**src/gdfs_map.svh**
```systemverilog
// gate driver fault supervisor: register map, field positions and timing figures
`ifndef GDFS_MAP_SVH
`define GDFS_MAP_SVH

`define GDFS_CLK_NS       100
`define GDFS_CYC_UP(ns)   (((ns) + `GDFS_CLK_NS - 1) / `GDFS_CLK_NS)

// overcurrent filter choices, selected by fsel
`define GDFS_OCF0_NS      1000
`define GDFS_OCF1_NS      2000
`define GDFS_OCF2_NS      4000
`define GDFS_OCF3_NS      8000
`define GDFS_OCF_HW_NS    4000
`define GDFS_GATE_WIN_NS  4000
`define GDFS_WAKE_RST_NS  20000
`define GDFS_RETRY_NS     4000000

`define GDFS_A_STATUS     12'h000
`define GDFS_A_CTRL       12'h004
`define GDFS_A_CMD        12'h008
`define GDFS_A_STATE      12'h00C

`define GDFS_CTRL_RST     32'h00000000
`define GDFS_C_RESP       1:0
`define GDFS_C_FILT       3:2
`define GDFS_C_PUMP_OFF   4
`define GDFS_C_GATE_OFF   5
`define GDFS_C_MODE       10:8
`define GDFS_C_PHASE_FET  14:12
`define GDFS_C_DROP_OFF   18:16
`define GDFS_C_SHUNT_OFF  22:20
`define GDFS_CMD_CLR      0

`define GDFS_S_GLOBAL     0
`define GDFS_S_SUPPLY     1
`define GDFS_S_PUMP       2
`define GDFS_S_DROP       3
`define GDFS_S_SHUNT      4
`define GDFS_S_GATE       5
`define GDFS_S_DROP_FET   13:8
`define GDFS_S_SHUNT_SNS  18:16
`define GDFS_S_GATE_SRC   29:24

`define GDFS_T_GATES      5:0
`define GDFS_T_PUMP       8
`define GDFS_T_FAULT_N    9
`define GDFS_T_RETRY      10

`endif

```
**src/gdfs_pkg.sv**
```systemverilog
// gate driver fault supervisor: shared types
package gdfs_pkg;
   typedef enum logic [1:0] {
      RESP_LATCH  = 2'b00,
      RESP_RETRY  = 2'b01,
      RESP_REPORT = 2'b10,
      RESP_OFF    = 2'b11
   } gdfs_resp_e;

   typedef enum logic [2:0] {
      MODE_6X     = 3'b000,
      MODE_3X     = 3'b001,
      MODE_1X     = 3'b010,
      MODE_BRIDGE = 3'b011,
      MODE_FET4   = 3'b100,
      MODE_FET5   = 3'b101,
      MODE_FET6   = 3'b110,
      MODE_FET    = 3'b111
   } gdfs_mode_e;

   typedef enum logic {
      RT_IDLE = 1'b0,
      RT_WAIT = 1'b1
   } gdfs_retry_e;
endpackage

```
**src/gdfs_det_if.sv**
```systemverilog
// detector channel: trip level and filter length in, filtered hit out
`timescale 1ns/1ps
interface gdfs_det_if #(parameter int CW = 12);
   logic          trip;
   logic [CW-1:0] limit;
   logic          hit;
   modport mon  (input trip, input limit, output hit);
   modport user (output trip, output limit, input hit);
endinterface

```
**src/gdfs_sync.sv**
```systemverilog
// two-flop synchroniser for a vector of pin levels
`timescale 1ns/1ps
module gdfs_sync #(
   parameter int W = 1
) (
   input  wire logic         pclk,
   input  wire logic         presetn,
   input  wire logic         ce,
   input  wire logic [W-1:0] d,
   output logic      [W-1:0] q
);
   logic [W-1:0] meta_q;

   always_ff @(posedge pclk or negedge presetn) begin
      if (!presetn) begin
         meta_q <= '0;
         q      <= '0;
      end else if (ce) begin
         meta_q <= d;
         q      <= meta_q;
      end
   end
endmodule

```
**src/gdfs_deglitch.sv**
```systemverilog
// deglitch filter: hit rises once trip has held for limit+1 cycles
`timescale 1ns/1ps
module gdfs_deglitch #(
   parameter int CW = 12
) (
   input  wire logic pclk,
   input  wire logic presetn,
   input  wire logic ce,
   gdfs_det_if.mon   det
);
   logic [CW-1:0] cnt_q;
   logic          hit_q;

   assign det.hit = hit_q;

   always_ff @(posedge pclk or negedge presetn) begin
      if (!presetn) begin
         cnt_q <= '0;
         hit_q <= 1'b0;
      end else if (ce) begin
         if (!det.trip) begin
            cnt_q <= '0;
            hit_q <= 1'b0;
         end else if (cnt_q >= det.limit) begin
            hit_q <= 1'b1;
         end else begin
            cnt_q <= cnt_q + 1'b1;
         end
      end
   end
endmodule

```
**src/gdfs_top.sv**
```systemverilog
// gate driver fault supervisor: detection, flags, shutdown, retry and APB registers
//
// Behaviour
// - supply undervoltage: gates off, pump off, fault pin low, flags latched
// - gates and fault pin recover when supply returns; flag held until clear
// - pump undervoltage (check on): gates off, fault pin low, flags held
// - pump check off: gates keep running, pump flag still latched until clear
// - drain-source trip on enabled FET counts after filter; response per selector
// - pin variant: 4 us filter, latched response; rail strap disables drop check
// - latched mode: all gates off until condition gone and clear given
// - retry mode: gates off, then restart and flags clear after retry wait
// - report mode: fault pin and flags only, gates keep running
// - disabled mode: drop check ignored, per-bridge drop disables locked
// - shunt trip filtered the same way and handled by same four responses
// - pin variant: shunt filter fixed and response latched
// - shunt flags: retry latches per-sense bits; disabled mode locks shunt disables
// - gate that fails to slew within window is a gate fault; window blanks
// - gate fault (check on): affected gates off, fault pin low, flags held
// - gate check off: gates run, source flag latched until clear
// - 6x, 3x, 1x modes: any gate fault turns all gates off
// - half-bridge mode: gate fault turns off both gates of that bridge
// - independent FET modes 100b to 111b: only the faulty gate off
// - per-phase setting picks bridge or single-gate shutdown for that phase
// - global flag is the OR of every individual flag
`timescale 1ns/1ps
`include "gdfs_map.svh"
module gdfs_top #(
   parameter bit HW_VARIANT   = 1'b0,
   parameter int RETRY_CYCLES = `GDFS_CYC_UP(`GDFS_RETRY_NS)
) (
   input  wire logic        pclk,
   input  wire logic        presetn,
   input  wire logic        ce,
   input  wire logic        psel,
   input  wire logic        penable,
   input  wire logic        pwrite,
   input  wire logic [11:0] paddr,
   input  wire logic [31:0] pwdata,
   output logic      [31:0] prdata,
   output logic             pready,
   output logic             pslverr,
   input  wire logic        supply_low_pin,
   input  wire logic        pump_low_pin,
   input  wire logic [5:0]  drop_trip_pin,
   input  wire logic [2:0]  shunt_trip_pin,
   input  wire logic [5:0]  gate_sense_pin,
   input  wire logic        enable_pin,
   input  wire logic        drop_level_at_rail,
   input  wire logic [2:0]  mode_pin,
   input  wire logic [5:0]  gate_cmd,
   output logic      [5:0]  gate_out,
   output logic             pump_on,
   output logic             fault_out_n
);
   localparam int CW  = 12;
   localparam int RW  = $clog2(RETRY_CYCLES + 1);
   localparam int NDT = 15;
   localparam logic [CW-1:0] OCF0 = CW'(`GDFS_CYC_UP(`GDFS_OCF0_NS));
   localparam logic [CW-1:0] OCF1 = CW'(`GDFS_CYC_UP(`GDFS_OCF1_NS));
   localparam logic [CW-1:0] OCF2 = CW'(`GDFS_CYC_UP(`GDFS_OCF2_NS));
   localparam logic [CW-1:0] OCF3 = CW'(`GDFS_CYC_UP(`GDFS_OCF3_NS));
   localparam logic [CW-1:0] OCFH = CW'(`GDFS_CYC_UP(`GDFS_OCF_HW_NS));
   localparam logic [CW-1:0] GWIN = CW'(`GDFS_CYC_UP(`GDFS_GATE_WIN_NS));
   localparam logic [CW-1:0] WAKE = CW'(`GDFS_CYC_UP(`GDFS_WAKE_RST_NS));
   localparam logic [RW-1:0] RLAST = RW'(RETRY_CYCLES - 1);

   // shutdown scope of gate faults according to the drive mode
   function automatic logic [5:0] gate_scope(input logic [5:0] flt,
                                             input logic [2:0] mode,
                                             input logic [2:0] phase_fet);
      logic [5:0] m;
      m = '0;
      if (mode[2]) begin
         m = flt;
      end else if (mode == gdfs_pkg::MODE_BRIDGE) begin
         for (int p = 0; p < 3; p++) begin
            if (phase_fet[p]) begin
               m[2*p +: 2] = flt[2*p +: 2];
            end else begin
               m[2*p +: 2] = {2{|flt[2*p +: 2]}};
            end
         end
      end else begin
         m = {6{|flt}};
      end
      return m;
   endfunction

   // pins pass two flops before any logic sees them
   logic [21:0] pins_s;
   logic        sup_uv;
   logic        pump_uv;
   logic [5:0]  drop_s;
   logic [2:0]  shunt_s;
   logic [5:0]  gsense_s;
   logic        en_s;
   logic        rail_s;
   logic [2:0]  mode_s;

   gdfs_sync #(.W(22)) u_sync (
      .pclk    (pclk),
      .presetn (presetn),
      .ce      (ce),
      .d       ({supply_low_pin, pump_low_pin, drop_trip_pin, shunt_trip_pin,
                 gate_sense_pin, enable_pin, drop_level_at_rail, mode_pin}),
      .q       (pins_s)
   );
   assign {sup_uv, pump_uv, drop_s, shunt_s, gsense_s, en_s, rail_s, mode_s} = pins_s;

   // registers
   logic [31:0]  ctrl_q;
   logic [5:0]   gate_out_q;
   logic         pump_on_q;
   logic         fault_n_q;
   logic [31:0]  prdata_q;
   logic         pready_q;
   logic         pslverr_q;
   logic         supply_flag_q;
   logic         pump_flag_q;
   logic [5:0]   drop_flag_q;
   logic         shunt_flag_q;
   logic [2:0]   shunt_sns_q;
   logic         gate_stuck_q;
   logic [5:0]   gate_src_q;
   logic [5:0]   gate_blk_q;
   logic         ocp_shut_q;
   logic [NDT-1:0] hit_q;
   gdfs_pkg::gdfs_retry_e rt_st_q;
   logic [RW-1:0] rt_cnt_q;
   logic [CW-1:0] wk_cnt_q;
   logic          en_q;

   // effective configuration; the pin variant pins several fields
   wire gdfs_pkg::gdfs_resp_e resp = HW_VARIANT ? gdfs_pkg::RESP_LATCH
                                     : gdfs_pkg::gdfs_resp_e'(ctrl_q[`GDFS_C_RESP]);
   wire [2:0] mode      = HW_VARIANT ? mode_s : ctrl_q[`GDFS_C_MODE];
   wire       pump_off  = !HW_VARIANT && ctrl_q[`GDFS_C_PUMP_OFF];
   wire       gchk_off  = !HW_VARIANT && ctrl_q[`GDFS_C_GATE_OFF];
   wire [2:0] drop_off  = ctrl_q[`GDFS_C_DROP_OFF];
   wire [2:0] shunt_off = ctrl_q[`GDFS_C_SHUNT_OFF];
   wire       ocp_on    = (resp != gdfs_pkg::RESP_OFF);
   wire       drop_on   = ocp_on && !(HW_VARIANT && rail_s);
   wire [1:0] fsel      = ctrl_q[`GDFS_C_FILT];
   wire [CW-1:0] ocf_lim = HW_VARIANT ? OCFH :
                           (fsel == 2'b00) ? OCF0 :
                           (fsel == 2'b01) ? OCF1 :
                           (fsel == 2'b10) ? OCF2 : OCF3;

   // detector channels: 0..5 drop, 6..8 shunt, 9..14 gate slew
   gdfs_det_if #(.CW(CW)) det [NDT] ();
   logic [NDT-1:0] hit;

   for (genvar i = 0; i < NDT; i++) begin : g_det
      if (i < 6) begin : g_drop
         assign det[i].trip  = drop_s[i] && gate_out_q[i] && !drop_off[i/2] && drop_on;
         assign det[i].limit = ocf_lim;
      end else if (i < 9) begin : g_shunt
         assign det[i].trip  = shunt_s[i-6] && !shunt_off[i-6] && ocp_on;
         assign det[i].limit = ocf_lim;
      end else begin : g_gate
         // mismatch lasting past the window; slewing inside it is blanked
         assign det[i].trip  = (gsense_s[i-9] != gate_out_q[i-9]);
         assign det[i].limit = GWIN;
      end
      assign hit[i] = det[i].hit;
      gdfs_deglitch #(.CW(CW)) u_dg (
         .pclk    (pclk),
         .presetn (presetn),
         .ce      (ce),
         .det     (det[i])
      );
   end

   wire [5:0] drop_hit  = hit[5:0];
   wire [2:0] shunt_hit = hit[8:6];
   wire [5:0] gate_hit  = hit[14:9];
   wire [NDT-1:0] rise  = hit & ~hit_q;
   wire       ocp_ev    = |rise[8:0];
   wire       ocp_cond  = |hit[8:0];
   wire [5:0] gate_ev   = rise[14:9];

   // APB: one wait state, answer registered in the first access cycle
   wire       acc_first = psel && penable && !pready_q;
   wire       acc_done  = psel && penable && pready_q;
   wire       a_status  = (paddr == `GDFS_A_STATUS);
   wire       a_ctrl    = (paddr == `GDFS_A_CTRL);
   wire       a_cmd     = (paddr == `GDFS_A_CMD);
   wire       a_state   = (paddr == `GDFS_A_STATE);
   wire       a_hit     = a_status || a_ctrl || a_cmd || a_state;
   wire       wr_ctrl   = acc_done && pwrite && a_ctrl && !HW_VARIANT;
   wire       cmd_clr   = acc_done && pwrite && a_cmd && pwdata[`GDFS_CMD_CLR];

   // enable pin held low long enough, then released, acts as a clear
   wire       wake_clr  = en_s && !en_q && (wk_cnt_q >= WAKE);
   wire       clr       = cmd_clr || wake_clr;

   // retry timer
   wire       rt_busy   = (rt_st_q == gdfs_pkg::RT_WAIT);
   wire       rt_done   = rt_busy && (rt_cnt_q == RLAST);

   wire       glob = supply_flag_q || pump_flag_q || (|drop_flag_q) || shunt_flag_q
                     || (|shunt_sns_q) || gate_stuck_q || (|gate_src_q);

   wire       pump_stop = pump_uv && !pump_off;
   wire       all_off   = sup_uv || pump_stop || ocp_shut_q || rt_busy;
   wire [5:0] gate_d    = all_off ? 6'h00 : (gate_cmd & ~gate_blk_q);
   // supply and pump flags alone do not hold the pin once the condition is gone
   wire       pending   = sup_uv || pump_stop || (|drop_flag_q) || shunt_flag_q
                          || gate_stuck_q || ocp_shut_q || rt_busy;

   // a write in disabled mode leaves the per-bridge disables untouched
   wire       lock_off  = (resp == gdfs_pkg::RESP_OFF);
   wire [31:0] ctrl_w;
   assign ctrl_w[`GDFS_C_RESP]      = pwdata[`GDFS_C_RESP];
   assign ctrl_w[`GDFS_C_FILT]      = pwdata[`GDFS_C_FILT];
   assign ctrl_w[`GDFS_C_PUMP_OFF]  = pwdata[`GDFS_C_PUMP_OFF];
   assign ctrl_w[`GDFS_C_GATE_OFF]  = pwdata[`GDFS_C_GATE_OFF];
   assign ctrl_w[7:6]               = 2'h0;
   assign ctrl_w[`GDFS_C_MODE]      = pwdata[`GDFS_C_MODE];
   assign ctrl_w[11]                = 1'b0;
   assign ctrl_w[`GDFS_C_PHASE_FET] = pwdata[`GDFS_C_PHASE_FET];
   assign ctrl_w[15]                = 1'b0;
   assign ctrl_w[`GDFS_C_DROP_OFF]  = lock_off ? drop_off : pwdata[`GDFS_C_DROP_OFF];
   assign ctrl_w[19]                = 1'b0;
   assign ctrl_w[`GDFS_C_SHUNT_OFF] = lock_off ? shunt_off : pwdata[`GDFS_C_SHUNT_OFF];
   assign ctrl_w[31:23]             = 9'h000;

   wire [31:0] status_v;
   assign status_v[`GDFS_S_GLOBAL]   = glob;
   assign status_v[`GDFS_S_SUPPLY]   = supply_flag_q;
   assign status_v[`GDFS_S_PUMP]     = pump_flag_q;
   assign status_v[`GDFS_S_DROP]     = |drop_flag_q;
   assign status_v[`GDFS_S_SHUNT]    = shunt_flag_q;
   assign status_v[`GDFS_S_GATE]     = gate_stuck_q;
   assign status_v[7:6]              = 2'h0;
   assign status_v[`GDFS_S_DROP_FET] = drop_flag_q;
   assign status_v[15:14]            = 2'h0;
   assign status_v[`GDFS_S_SHUNT_SNS]= shunt_sns_q;
   assign status_v[23:19]            = 5'h00;
   assign status_v[`GDFS_S_GATE_SRC] = gate_src_q;
   assign status_v[31:30]            = 2'h0;

   wire [31:0] state_v = {21'h000000, rt_busy, fault_n_q, pump_on_q, 2'h0, gate_out_q};

   wire [31:0] rd_v = a_status ? status_v :
                      a_ctrl   ? ctrl_q   :
                      a_state  ? state_v  : 32'h00000000;

   wire [5:0] blk_set = gchk_off ? 6'h00 : gate_scope(gate_ev, mode, ctrl_q[`GDFS_C_PHASE_FET]);

   // bus side
   always_ff @(posedge pclk or negedge presetn) begin
      if (!presetn) begin
         ctrl_q    <= `GDFS_CTRL_RST;
         prdata_q  <= 32'h00000000;
         pready_q  <= 1'b0;
         pslverr_q <= 1'b0;
      end else if (ce) begin
         pready_q  <= acc_first;
         pslverr_q <= acc_first && !a_hit;
         prdata_q  <= (acc_first && !pwrite) ? rd_v : 32'h00000000;
         if (wr_ctrl) begin
            ctrl_q <= ctrl_w;
         end
      end
   end

   // outputs and enable-pin pulse timing
   always_ff @(posedge pclk or negedge presetn) begin
      if (!presetn) begin
         gate_out_q <= 6'h00;
         pump_on_q  <= 1'b0;
         fault_n_q  <= 1'b1;
         hit_q      <= '0;
         en_q       <= 1'b0;
         wk_cnt_q   <= '0;
      end else if (ce) begin
         gate_out_q <= gate_d;
         pump_on_q  <= !sup_uv;
         fault_n_q  <= !pending;
         hit_q      <= hit;
         en_q       <= en_s;
         if (en_s) begin
            wk_cnt_q <= '0;
         end else if (wk_cnt_q < WAKE) begin
            wk_cnt_q <= wk_cnt_q + 1'b1;
         end
      end
   end

   // sticky flags: a set in the same cycle as a clear wins
   always_ff @(posedge pclk or negedge presetn) begin
      if (!presetn) begin
         supply_flag_q <= 1'b0;
         pump_flag_q   <= 1'b0;
         gate_stuck_q  <= 1'b0;
         gate_src_q    <= 6'h00;
         gate_blk_q    <= 6'h00;
      end else if (ce) begin
         supply_flag_q <= sup_uv || (supply_flag_q && !clr);
         pump_flag_q   <= pump_uv || (pump_flag_q && !clr);
         gate_stuck_q  <= (|gate_ev && !gchk_off) || (gate_stuck_q && !clr);
         gate_src_q    <= gate_ev | (clr ? 6'h00 : gate_src_q);
         gate_blk_q    <= blk_set | (clr ? 6'h00 : gate_blk_q);
      end
   end

   // overcurrent flags and shutdown hold
   always_ff @(posedge pclk or negedge presetn) begin
      if (!presetn) begin
         drop_flag_q  <= 6'h00;
         shunt_flag_q <= 1'b0;
         shunt_sns_q  <= 3'h0;
         ocp_shut_q   <= 1'b0;
      end else if (ce) begin
         drop_flag_q  <= drop_hit | ((clr || rt_done) ? 6'h00 : drop_flag_q);
         shunt_flag_q <= (|shunt_hit) || (shunt_flag_q && !(clr || rt_done));
         shunt_sns_q  <= ((resp == gdfs_pkg::RESP_RETRY) ? shunt_hit : 3'h0)
                         | ((clr || rt_done) ? 3'h0 : shunt_sns_q);
         if (ocp_ev && resp == gdfs_pkg::RESP_LATCH) begin
            ocp_shut_q <= 1'b1;
         end else if (clr && !ocp_cond) begin
            ocp_shut_q <= 1'b0;
         end
      end
   end

   // retry timer
   always_ff @(posedge pclk or negedge presetn) begin
      if (!presetn) begin
         rt_st_q  <= gdfs_pkg::RT_IDLE;
         rt_cnt_q <= '0;
      end else if (ce) begin
         case (rt_st_q)
            gdfs_pkg::RT_IDLE: begin
               rt_cnt_q <= '0;
               if (ocp_ev && resp == gdfs_pkg::RESP_RETRY) begin
                  rt_st_q <= gdfs_pkg::RT_WAIT;
               end
            end
            gdfs_pkg::RT_WAIT: begin
               if (rt_done) begin
                  rt_st_q  <= gdfs_pkg::RT_IDLE;
                  rt_cnt_q <= '0;
               end else begin
                  rt_cnt_q <= rt_cnt_q + 1'b1;
               end
            end
            default: begin
               rt_st_q  <= gdfs_pkg::RT_IDLE;
               rt_cnt_q <= '0;
            end
         endcase
      end
   end

   assign gate_out    = gate_out_q;
   assign pump_on     = pump_on_q;
   assign fault_out_n = fault_n_q;
   assign prdata      = prdata_q;
   assign pready      = pready_q;
   assign pslverr     = pslverr_q;
endmodule

```
**config.mk**
```make
export PLATFORM = sky130hd
export DESIGN_NAME = gdfs_top
export DESIGN_NICKNAME = d
export VERILOG_FILES = /design/src/gdfs_pkg.sv /design/src/gdfs_det_if.sv /design/src/gdfs_sync.sv /design/src/gdfs_deglitch.sv /design/src/gdfs_top.sv
export VERILOG_INCLUDE_DIRS = /design/src
export SDC_FILE = /design/constraint.sdc
export NUM_CORES = 1
export LEC_CHECK = 0
export BUFFER_PORTS_ARGS = -buffer_cell sky130_fd_sc_hd__buf_4
export CAP_MARGIN = 10
export CORE_MARGIN = 5
export CORE_UTILIZATION = 60
export CTS_CLUSTER_DIAMETER = 30
export DETAILED_ROUTE_END_ITERATION = 10
export MAX_ROUTING_LAYER = met4
export PLACE_DENSITY = 0.87
export RECOVER_POWER = 25
export SETUP_SLACK_MARGIN = 0.05
export SYNTH_ARGS = -nofsm -noshare
export SYNTH_HDL_FRONTEND = slang
export SYNTH_SLANG_ARGS = --single-unit
```
**constraint.sdc**
```tcl
create_clock -name pclk -period 3.7 [get_ports pclk]
set_input_delay 0.37 -clock pclk [delete_from_list [all_inputs] [get_ports pclk]]
set_output_delay 0.37 -clock pclk [all_outputs]
set_load 0.02 [all_outputs]
```
## After elaboration in Yosys (flattened, before gate mapping)

Index checks and enable logic that the tools add are counted.

| storage, ports and cells | value |
|---|---|
| output and inout port bits | 42 |
| word-level logic and storage cells | 366 |
| register bits | 370 |
| input bits | 78 |

| cells by class | value |
|---|---|
| reductions and logical operators | 134 |
| magnitude comparators | 17 |
| equal/unequal tests | 46 |
| bitwise logic cells | 10 |
| add/sub/neg operators | 17 |
| multiplexer cells | 88 |

Operators by type and width:

| kind | count |
|---|---|
| 12-bit 2-to-1 mux | 32 |
| 12-bit by 1-bit adder with 12-bit output (second input constant) | 16 |
| 12-bit by 7-bit >= comparator with 1-bit output | 9 |
| 12-bit by 6-bit >= comparator with 1-bit output (second input constant) | 6 |
| 2-bit AND reduction | 33 |
| 2-bit != test (second input constant) | 31 |
| 30-bit 2-to-1 mux | 2 |
| 1-bit logical AND | 45 |
| 6-bit 2-to-1 mux | 7 |
| 1-bit 2-to-1 mux | 34 |
| 16-bit one-hot mux with 2 select lines | 1 |
| 12-bit by 4-bit equality test with 1-bit output (second input constant) | 2 |
| 1-bit logical OR | 23 |
| 23-bit 2-to-1 mux | 1 |
| 7-bit 2-to-1 mux | 3 |
| 6-bit OR | 3 |
| 6-bit OR reduction | 3 |
| 9-bit OR reduction | 2 |
| 1-bit logical NOT | 17 |
| 16-bit by 1-bit adder with 16-bit output (second input constant) | 1 |
| 16-bit equality test (second input constant) | 1 |
| 16-bit 2-to-1 mux | 1 |
| 15-bit bitwise AND | 1 |
| 15-bit NOT | 1 |
| 21 further kinds | 37 |

## Longest topological paths before layout

Gate-level depths: netlist (run 1).

| depth | value |
|---|---|
| word-level depth | 10 |
| mapped depth | 9 |
| gate-level depth less buffers | 9 |

## Cells and area by module

A second synthesis (run 1) with hierarchy kept.

| unflattened totals | value |
|---|---|
| cell total of the unflattened synthesis | 2,626 |
| area total of the unflattened synthesis | 24,337.1 um^2 |

By module, submodules not included:

| module | area an instance (um^2) | cells an instance | instances | sequential area each (um^2) |
|---|---|---|---|---|
| gdfs_deglitch | 1,106.1 | 134 | 15 | 325.3 |
| gdfs_top | 5,908.2 | 523 | 1 | 3,104.2 |
| gdfs_sync | 1,838.0 | 93 | 1 | 1,101.1 |

## Worst setup path after synthesis (run 1)

Ideal clock, no wire load.

| timing path | value |
|---|---|
| path kind | reg-to-reg |
| start | register ctrl_q[2] |
| end | register g_det[6].u_dg.cnt_q[5] |
| data required time | 3.560 ns |
| clock period less this slack | 2.688 ns |
| setup time | 0.140 ns |
| path slack | 1.012 ns |
| cell stages (with the launch flop) | 10 |
| path buffers | 1 |
| data arrival time | 2.548 ns |
| cells stage by stage | dfrtp_1 > inv_1 > nand2_1 > ha_1 > a21o_1 > a2111oi_0 > o21ai_1 > clkbuf_1 > o311ai_0 > o41ai_1 |

| on the way | value |
|---|---|
| cells in the longest elaborated chain, start to end | 7 |
| elaborated cells between the ends (all ways) | 9 |
| those cells by class | 1 x order compare; 3 x eq/ne; 3 x mux; 2 x reduce/logical |

RTL lines:

| item | RTL line | source |
|---|---|---|
| from (decl) | gdfs_top.sv:111 | `logic [31:0] ctrl_q;` |
| from (signal assigned) | gdfs_top.sv:254 | `` ctrl_q <= `GDFS_CTRL_RST; `` |
| from (signal assigned) | gdfs_top.sv:263 | `ctrl_q <= ctrl_w;` |
| 2-bit equality test | gdfs_top.sv:147 | `(fsel == 2'b10) ? OCF2 : OCF3;` |
| 7-bit 2-to-1 mux | gdfs_top.sv:147 |  |
| 7-bit 2-to-1 mux | gdfs_top.sv:146 | `(fsel == 2'b01) ? OCF1 :` |
| 7-bit 2-to-1 mux (*) | gdfs_top.sv:145 | `(fsel == 2'b00) ? OCF0 :` |
| 12-bit by 7-bit >= comparator with 1-bit output (*) | gdfs_deglitch.sv:24 | `end else if (cnt_q >= det.limit) begin` |
| 2-bit != test (no source line) (*) | n/a |  |
| 2-bit AND reduction (no source line) (*) | n/a |  |
| to (signal assigned) | gdfs_deglitch.sv:27 | `cnt_q <= cnt_q + 1'b1;` |
| to (decl) | gdfs_deglitch.sv:11 | `logic [CW-1:0] cnt_q;` |

Mark *: on every way between the ends. The rest lies on a longest branch, timed or not.
A chain may end at the register's enable or synchronous reset.

==> flow_summary_export.csv, run 1 <==
group,metric,value,unit
clocking,path_clk_slew,50,ps
sta,setup_viol,0,
synth,yosysTopAreaCell,"dfrtp_1",
synth,yosys-top-cells-count,"dfrtp_1 (354), nor2_1 (145), nand2_1 (130)",
final_layout,nFillCells,1729,
global_routing,overflow,0,
clocking,numCtsBuffers,70,
power_and_ir_drop,power.internal,8790,uW
power_and_ir_drop,total_power,11600,uW
worst_setup_path,cpPeakStageDelay,1650,ps
run,max_cap_viol_count,3,
power_and_ir_drop,p_clk_share,56.2,%
worst_setup_path,r2r_cells,10,
synth,synth_top_area_share,52.6,%
worst_setup_path,crit_type,"input port to register",
hold_path,whs_path_depth,2,
detailed_routing,drtIter0Drc,1449,
floorplan,die_h,178,um
clocking,clk_latency,560,ps
floorplan,coreArea,27800,um^2
power_and_ir_drop,switching_share,24.2,%
global_routing,grt_use_total,29.1,%
clocking,h-tree-depth,3,
final_layout,drive_above_1_share,18.8,%
global_routing,grt_max_degree,98,
synth,syn_inst,1580,
sta,setup-tns-final,0,ps
power_and_ir_drop,pwr-share-seq,37.0,%
detailed_routing,drt_pass1_iterations,8,
worst_setup_path,reg2reg_slack,600,ps
synth,synth_cell_types,74,
sta,fin_skew,17.3,ps
worst_setup_path,worstPathArrival,3700,ps
sta,worst_slew_margin_rel,-98.9,%
sta,drv_slew,209,
synth,synth_area_leaders,"dfrtp_1 (53%), ha_1 (5.8%), mux2_2 (5.1%)",
global_routing,grt_pass1_wl,71600,um
detailed_routing,drc,0,
sta,fmax,307,MHz
sta,tightest_slew,2980,ps
clocking,clock_sinks,355,
run_status,status,"finished with violations",
final_layout,antennaDiodeCount,0,
placed_design,dp_hpwl,27000,um
synth,avgSynthCellArea,10.7,um^2
worst_setup_path,start_kind,"input port",
hold_path,hp-start,"pwdata[13]",
placed_design,port_buffers,94,
synth,synthFlopType,"dfrtp_1",
worst_setup_path,cp_common_cell,"nand2_1",
sta,period_share,88.0,%
sta,final.min_clock_period,3260,ps
detailed_routing,drt_wl_total,43700,um
worst_setup_path,crit_path_top_delay_cell,"clkbuf_1",
worst_setup_path,reg2reg_from,"ctrl_q[2]",
power_and_ir_drop,switching_power,2810,uW
global_routing,grt_pass1_vias,13900,
worst_setup_path,crit_path_end_kind,"register",
floorplan,die_w,178,um
detailed_routing,wire_per_inst,20.3,um
sta,rsz0062_at_grt,"no",
power_and_ir_drop,power_frac_comb,6.8,%
hold_path,hold_path_end,"ctrl_q[13]",
worst_setup_path,critPathTopFamily,"buffers and inverters",
hold_path,hold_path.class,"input port to register",
synth,synth-edff-count,0,
synth,ys_ff_latch,355,
power_and_ir_drop,p_leak,0.00994,uW
floorplan,row_count,61,
synth,ys_warn_count,0,
synth,synthesis.area,16900,um^2
final_layout,syn_to_final_growth,21.6,%
floorplan,start_util,60.7,%
sta,hold_viol,0,
floorplan,die-area,31500,um^2
worst_setup_path,required,4140,ps
synth,async_flop_share,100,%
worst_setup_path,path_cells,"buf_6 > clkbuf_1 > nand2_1 > nor2_1 > nand2_1 > o41a_1 > a22o_1",
clocking,root_buffer,"clkbuf_16",
worst_setup_path,crit_path_max_fanout,49,
placed_design,gp_congestion,0.936,
clocking,tritoncts,"built",
worst_setup_path,rr_endpoint,"g_det[2].u_dg.cnt_q[5]",
detailed_routing,via_per_inst,6.26,
power_and_ir_drop,power_density,566,nW/um^2
global_routing,antenna_found_initial,0,
detailed_routing,num_vias,13500,
power_and_ir_drop,peakVddDrop,0.564,mV
worst_setup_path,path_buf_inv,2,
clocking,cts.path.max_buffers,3,
synth,yosysSeqAreaShare,52.7,%
floorplan,io_pins,120,
final_layout,num-nets-final,1876,
synth,synth.most_common_cell,"dfrtp_1",
run_status,violations,"max-capacitance violations, max-slew violations",
detailed_routing,ant_nets,0,
## layout by cell type, fill, tap and decap left out, drive strengths merged, types with 25 or more instances in the layout
cell	Yosys	routed
o21ai	56	56
nor2	145	145
nand2	131	131
buf	21	112
nor4	25	25
and2	81	81
a22o	40	40
nand3	51	51
clkbuf	34	90
dfrtp	354	354
a21oi	57	57
nand4	27	27
ha	78	78
inv	66	70
mux2	77	77
nand2b	27	27
a21o	27	27
## registers in the layout (all words and copies together) (netlist names), 3 cells and up
name,flops
gate_src_q,6
u_sync.q,18
shunt_sns_q,3
drop_flag_q,6
rt_cnt_q,16
hit_q,15
ctrl_q,18
g_det.u_dg.det.hit,15
prdata,25
g_det.u_dg.cnt_q,180
gate_out,6
u_sync.meta_q,18
wk_cnt_q,12
gate_blk_q,6
## power groups by stage
stage | Clock, uW | Combinational [uW] | Sequential, uW
after floorplan | 0 | 498 | 4270
after global placement | 0 | 702 | 4320
after detailed placement | 0 | 752 | 4330
after CTS | 6600 | 784 | 4280
after global routing | 6810 | 874 | 4310
final | 6530 | 784 | 4290
## metrics by stage
step	cell area [um^2]	worst slack [ps]	std cells	hold slack [ps]	util, %
floorplan	16900	1010	1586	74.4	-
detailed placement	18000	797	2025	463	64.9
CTS	20500	668	2155	25.9	73.8
global placement	18000	873	2025	461	64.9
global route	20500	207	2155	33.7	73.7
finish	20500	444	2155	40.2	73.7
## routing by layer
layer	part of all wire [%]	GRT usage [%]	vias to the layer above	wire length, um
met1	38	35.7	6676	16500
li1	-	-	5941	-
met4	4.1	12.5	0	1800
met2	49	47.5	716	21600
met5	0	-	-	0
met3	8.7	5.45	167	3790
## layout make-up
type | count | area (um^2) | share of cell area [%]
Inverter | 66 | 248 | 1.21
Timing Repair Buffer | 117 | 908 | 4.43
Multi-Input combinational cell | 1110 | 7500 | 36.6
Sequential cell | 355 | 8880 | 43.4
Tap cell | 378 | 473 | 2.31
Clock buffer | 86 | 1950 | 9.54
Clock inverter | 43 | 517 | 2.52
## worst max-delay path by stage
stage	end	slack [ps]	from	cells after the start
after global placement	g_det[0].u_dg.cnt_q[5]	870	ctrl_q[2]	9
after detailed placement	g_det[2].u_dg.cnt_q[5]	800	ctrl_q[2]	10
final	shunt_sns_q[2]	440	ce	7
after CTS	g_det[2].u_dg.cnt_q[5]	670	ctrl_q[2]	10
after floorplan	g_det[6].u_dg.cnt_q[5]	1010	ctrl_q[2]	9
after global routing	shunt_sns_q[2]	210	ce	7
## cell families after synthesis
group | share of synthesized area (%)
muxes | 5.38
other | 0.0223
DFF | 52.7
buffers and inverters | 2.93
xor gates and xnor gates | 2.49
AOI/OAI and AO/OA | 12.5
adders and majority gates | 5.79
and+or+nand+nor | 18.1
## repair_timing
action | in CTS | in global routing
hold buffers | 1 | 0
gates resized for setup | 0 | 0
endpoints found under the hold margin | 92 | 0
buffers inserted | 0 | 0
(Power assumes the default switching activity.)
==> run 2, diff against run 1 <==
--- a/config.mk
+++ b/config.mk
@@ -15,6 +15,7 @@
 export MAX_ROUTING_LAYER = met4
 export PLACE_DENSITY = 0.87
 export RECOVER_POWER = 25
+export REMOVE_ABC_BUFFERS = 1
 export SETUP_SLACK_MARGIN = 0.05
 export SYNTH_ARGS = -nofsm -noshare
 export SYNTH_HDL_FRONTEND = slang
==> flow_summary_export.csv, run 2 (synthesis gave the netlist of run 1 again) <==
group,metric,value,unit
sta,tightest_slew,2120,ps
detailed_routing,drtIter0Drc,1429,
worst_setup_path,cpPeakStageDelay,1520,ps
clocking,clk_latency,560,ps
floorplan,start_util,60.7,%
floorplan,die_h,178,um
final_layout,final_common_cell,"dfrtp_1",
worst_setup_path,crit_path_top_delay_cell,"clkbuf_4",
detailed_routing,num_vias,13200,
worst_setup_path,crit_path_max_fanout,158,
detailed_routing,drt_wl_total,43100,um
sta,rsz0062_at_grt,"no",
run_status,status,"finished with violations",
final_layout,syn_to_final_growth,20.5,%
placed_design,port_buffers,94,
final_layout,nFillCells,1760,
detailed_routing,ant_nets,0,
clocking,root_buffer,"clkbuf_16",
power_and_ir_drop,p_leak,0.00986,uW
clocking,h-tree-depth,3,
placed_design,placed_area,18000,um^2
placed_design,gp_congestion,0.923,
sta,setup_viol,0,
clocking,cts.path.max_buffers,3,
worst_setup_path,reg2reg_from,"ctrl_q[2]",
global_routing,antenna_found_initial,0,
sta,fin_skew,23.5,ps
placed_design,dp_hpwl,26500,um
worst_setup_path,start_kind,"input port",
worst_setup_path,r2r_cells,10,
floorplan,row_count,61,
sta,final.min_clock_period,3220,ps
hold_path,hold_path.class,"input port to register",
final_layout,antennaDiodeCount,0,
detailed_routing,wire_per_inst,20.1,um
final_layout,num-nets-final,1868,
floorplan,io_pins,120,
detailed_routing,via_per_inst,6.18,
power_and_ir_drop,peakVddDrop,0.511,mV
worst_setup_path,crit_type,"input port to register",
final_layout,mostFrequentLayoutCells,"dfrtp_1 (354), nor2_1 (145), nand2_1 (130)",
clocking,tritoncts,"built",
worst_setup_path,required,4170,ps
worst_setup_path,startpoint,"ce",
run,max_cap_viol_count,2,
global_routing,overflow,0,
clocking,cts_setup_buffers,0,
final_layout,largest_register_ffs,180,
clocking,path_clk_slew,50,ps
final_layout,regArea,8880,um^2
clocking,clock_sinks,355,
final_layout,max_flop_register,"g_det.u_dg.cnt_q",
worst_setup_path,path_cells,"clkbuf_1 > clkbuf_4 > nand2_1 > or4_1 > nand3_1",
global_routing,grt_max_degree,159,
final_layout,fin_area,20300,um^2
final_layout,multi_input_area,7500,um^2
sta,hold_viol,0,
global_routing,grt_pass1_wl,70100,um
sta,worst_slew_margin_rel,-41.6,%
floorplan,die_w,178,um
sta,fmax,311,MHz
worst_setup_path,worstPathArrival,3690,ps
final_layout,drive_above_1_share,18.1,%
worst_setup_path,reg2reg_slack,530,ps
clocking,numCtsBuffers,66,
sta,period_share,87.0,%
worst_setup_path,endpoint,"g_det[6].u_dg.cnt_q[4]",
detailed_routing,drt_pass1_iterations,6,
floorplan,coreArea,27800,um^2
clocking,cts_resized,0,
floorplan,die-area,31500,um^2
power_and_ir_drop,power_density,559,nW/um^2
worst_setup_path,rr_endpoint,"g_det[1].u_dg.cnt_q[4]",
sta,drv_slew,237,
global_routing,grt_pass1_vias,13700,
detailed_routing,drc,0,
global_routing,grt_use_total,28.6,%
run_status,violations,"max-capacitance violations, max-slew violations",
sta,setup-tns-final,0,ps
worst_setup_path,crit_path_end_kind,"register",
## run 2: cell count changes in the layout (fill, tap and decap cells not counted), moves of 2 or more
| cell | previous run | this run |
|---|---|---|
| buf_4 | 108 | 101 |
| clkbuf_1 | 7 | 9 |
| clkbuf_16 | 72 | 68 |
| clkbuf_8 | 10 | 8 |
| clkinv_4 | 4 | 2 |
| clkinvlp_4 | 14 | 7 |
| inv_6 | 4 | 9 |
| inv_8 | 0 | 2 |
## run 2: area by class of cell
cell class | instances | area share (%)
sequential | 355 | 43.8
multi-input combinational | 1110 | 36.9
clock buffer | 78 | 8.96
timing repair buffer | 113 | 4.17
clock inverter | 42 | 2.62
tap | 378 | 2.33
inverter | 66 | 1.22
## run 2: metrics by stage
step	setup WS, ps	hold slack (ps)	instances	total power, uW	utilization, %
CTS	709	32.7	2142	11400	73.3
global route	297	38.0	2142	11700	73.1
finish	481	44.5	2142	11300	73.1
detailed placement	711	403	2021	5080	64.8
floorplan	823	74.4	1531	4730	-
global placement	828	406	2021	5020	64.8
## run 2: power by group
| group | internal (uW) | total, uW | switching, uW |
|---|---|---|---|
| clock | 4190 | 6290 | 2100 |
| combinational | 316 | 772 | 456 |
| sequential | 4080 | 4290 | 210 |
| total | 8580 | 11300 | 2770 |
## run 2: worst min path at each step
stage	startpoint	end	slack, ps	depth (start not counted)
global route	drop_trip_pin[0]	u_sync.meta_q[14]	40	2
finish	pwdata[2]	ctrl_q[2]	40	3
detailed placement	presetn	g_det[7].u_dg.cnt_q[8]	400	1
CTS	drop_trip_pin[0]	u_sync.meta_q[14]	30	2
floorplan	presetn	ctrl_q[0]	70	0
global placement	presetn	g_det[7].u_dg.cnt_q[9]	410	1
## run 2: worst max-delay path: cells and delay by family
family | cells | cell delay [ps]
AND/OR/NAND/NOR | 3 | 1140
buffers and inverters | 2 | 1990
## run 2: repair_timing
item                                    4_1_cts  5_1_grt
endpoints found under the hold margin        75        0
endpoints found under the setup margin        0        0
hold buffers                                  1        0
## run 2: per-layer routing
layer	up-vias	part of all wire, %	global-route usage (%)
li1	5910	-	-
met1	6506	38	34.9
met2	636	49	45.6
met3	192	7.4	5.33
met4	0	5.6	15.4
met5	-	0	-
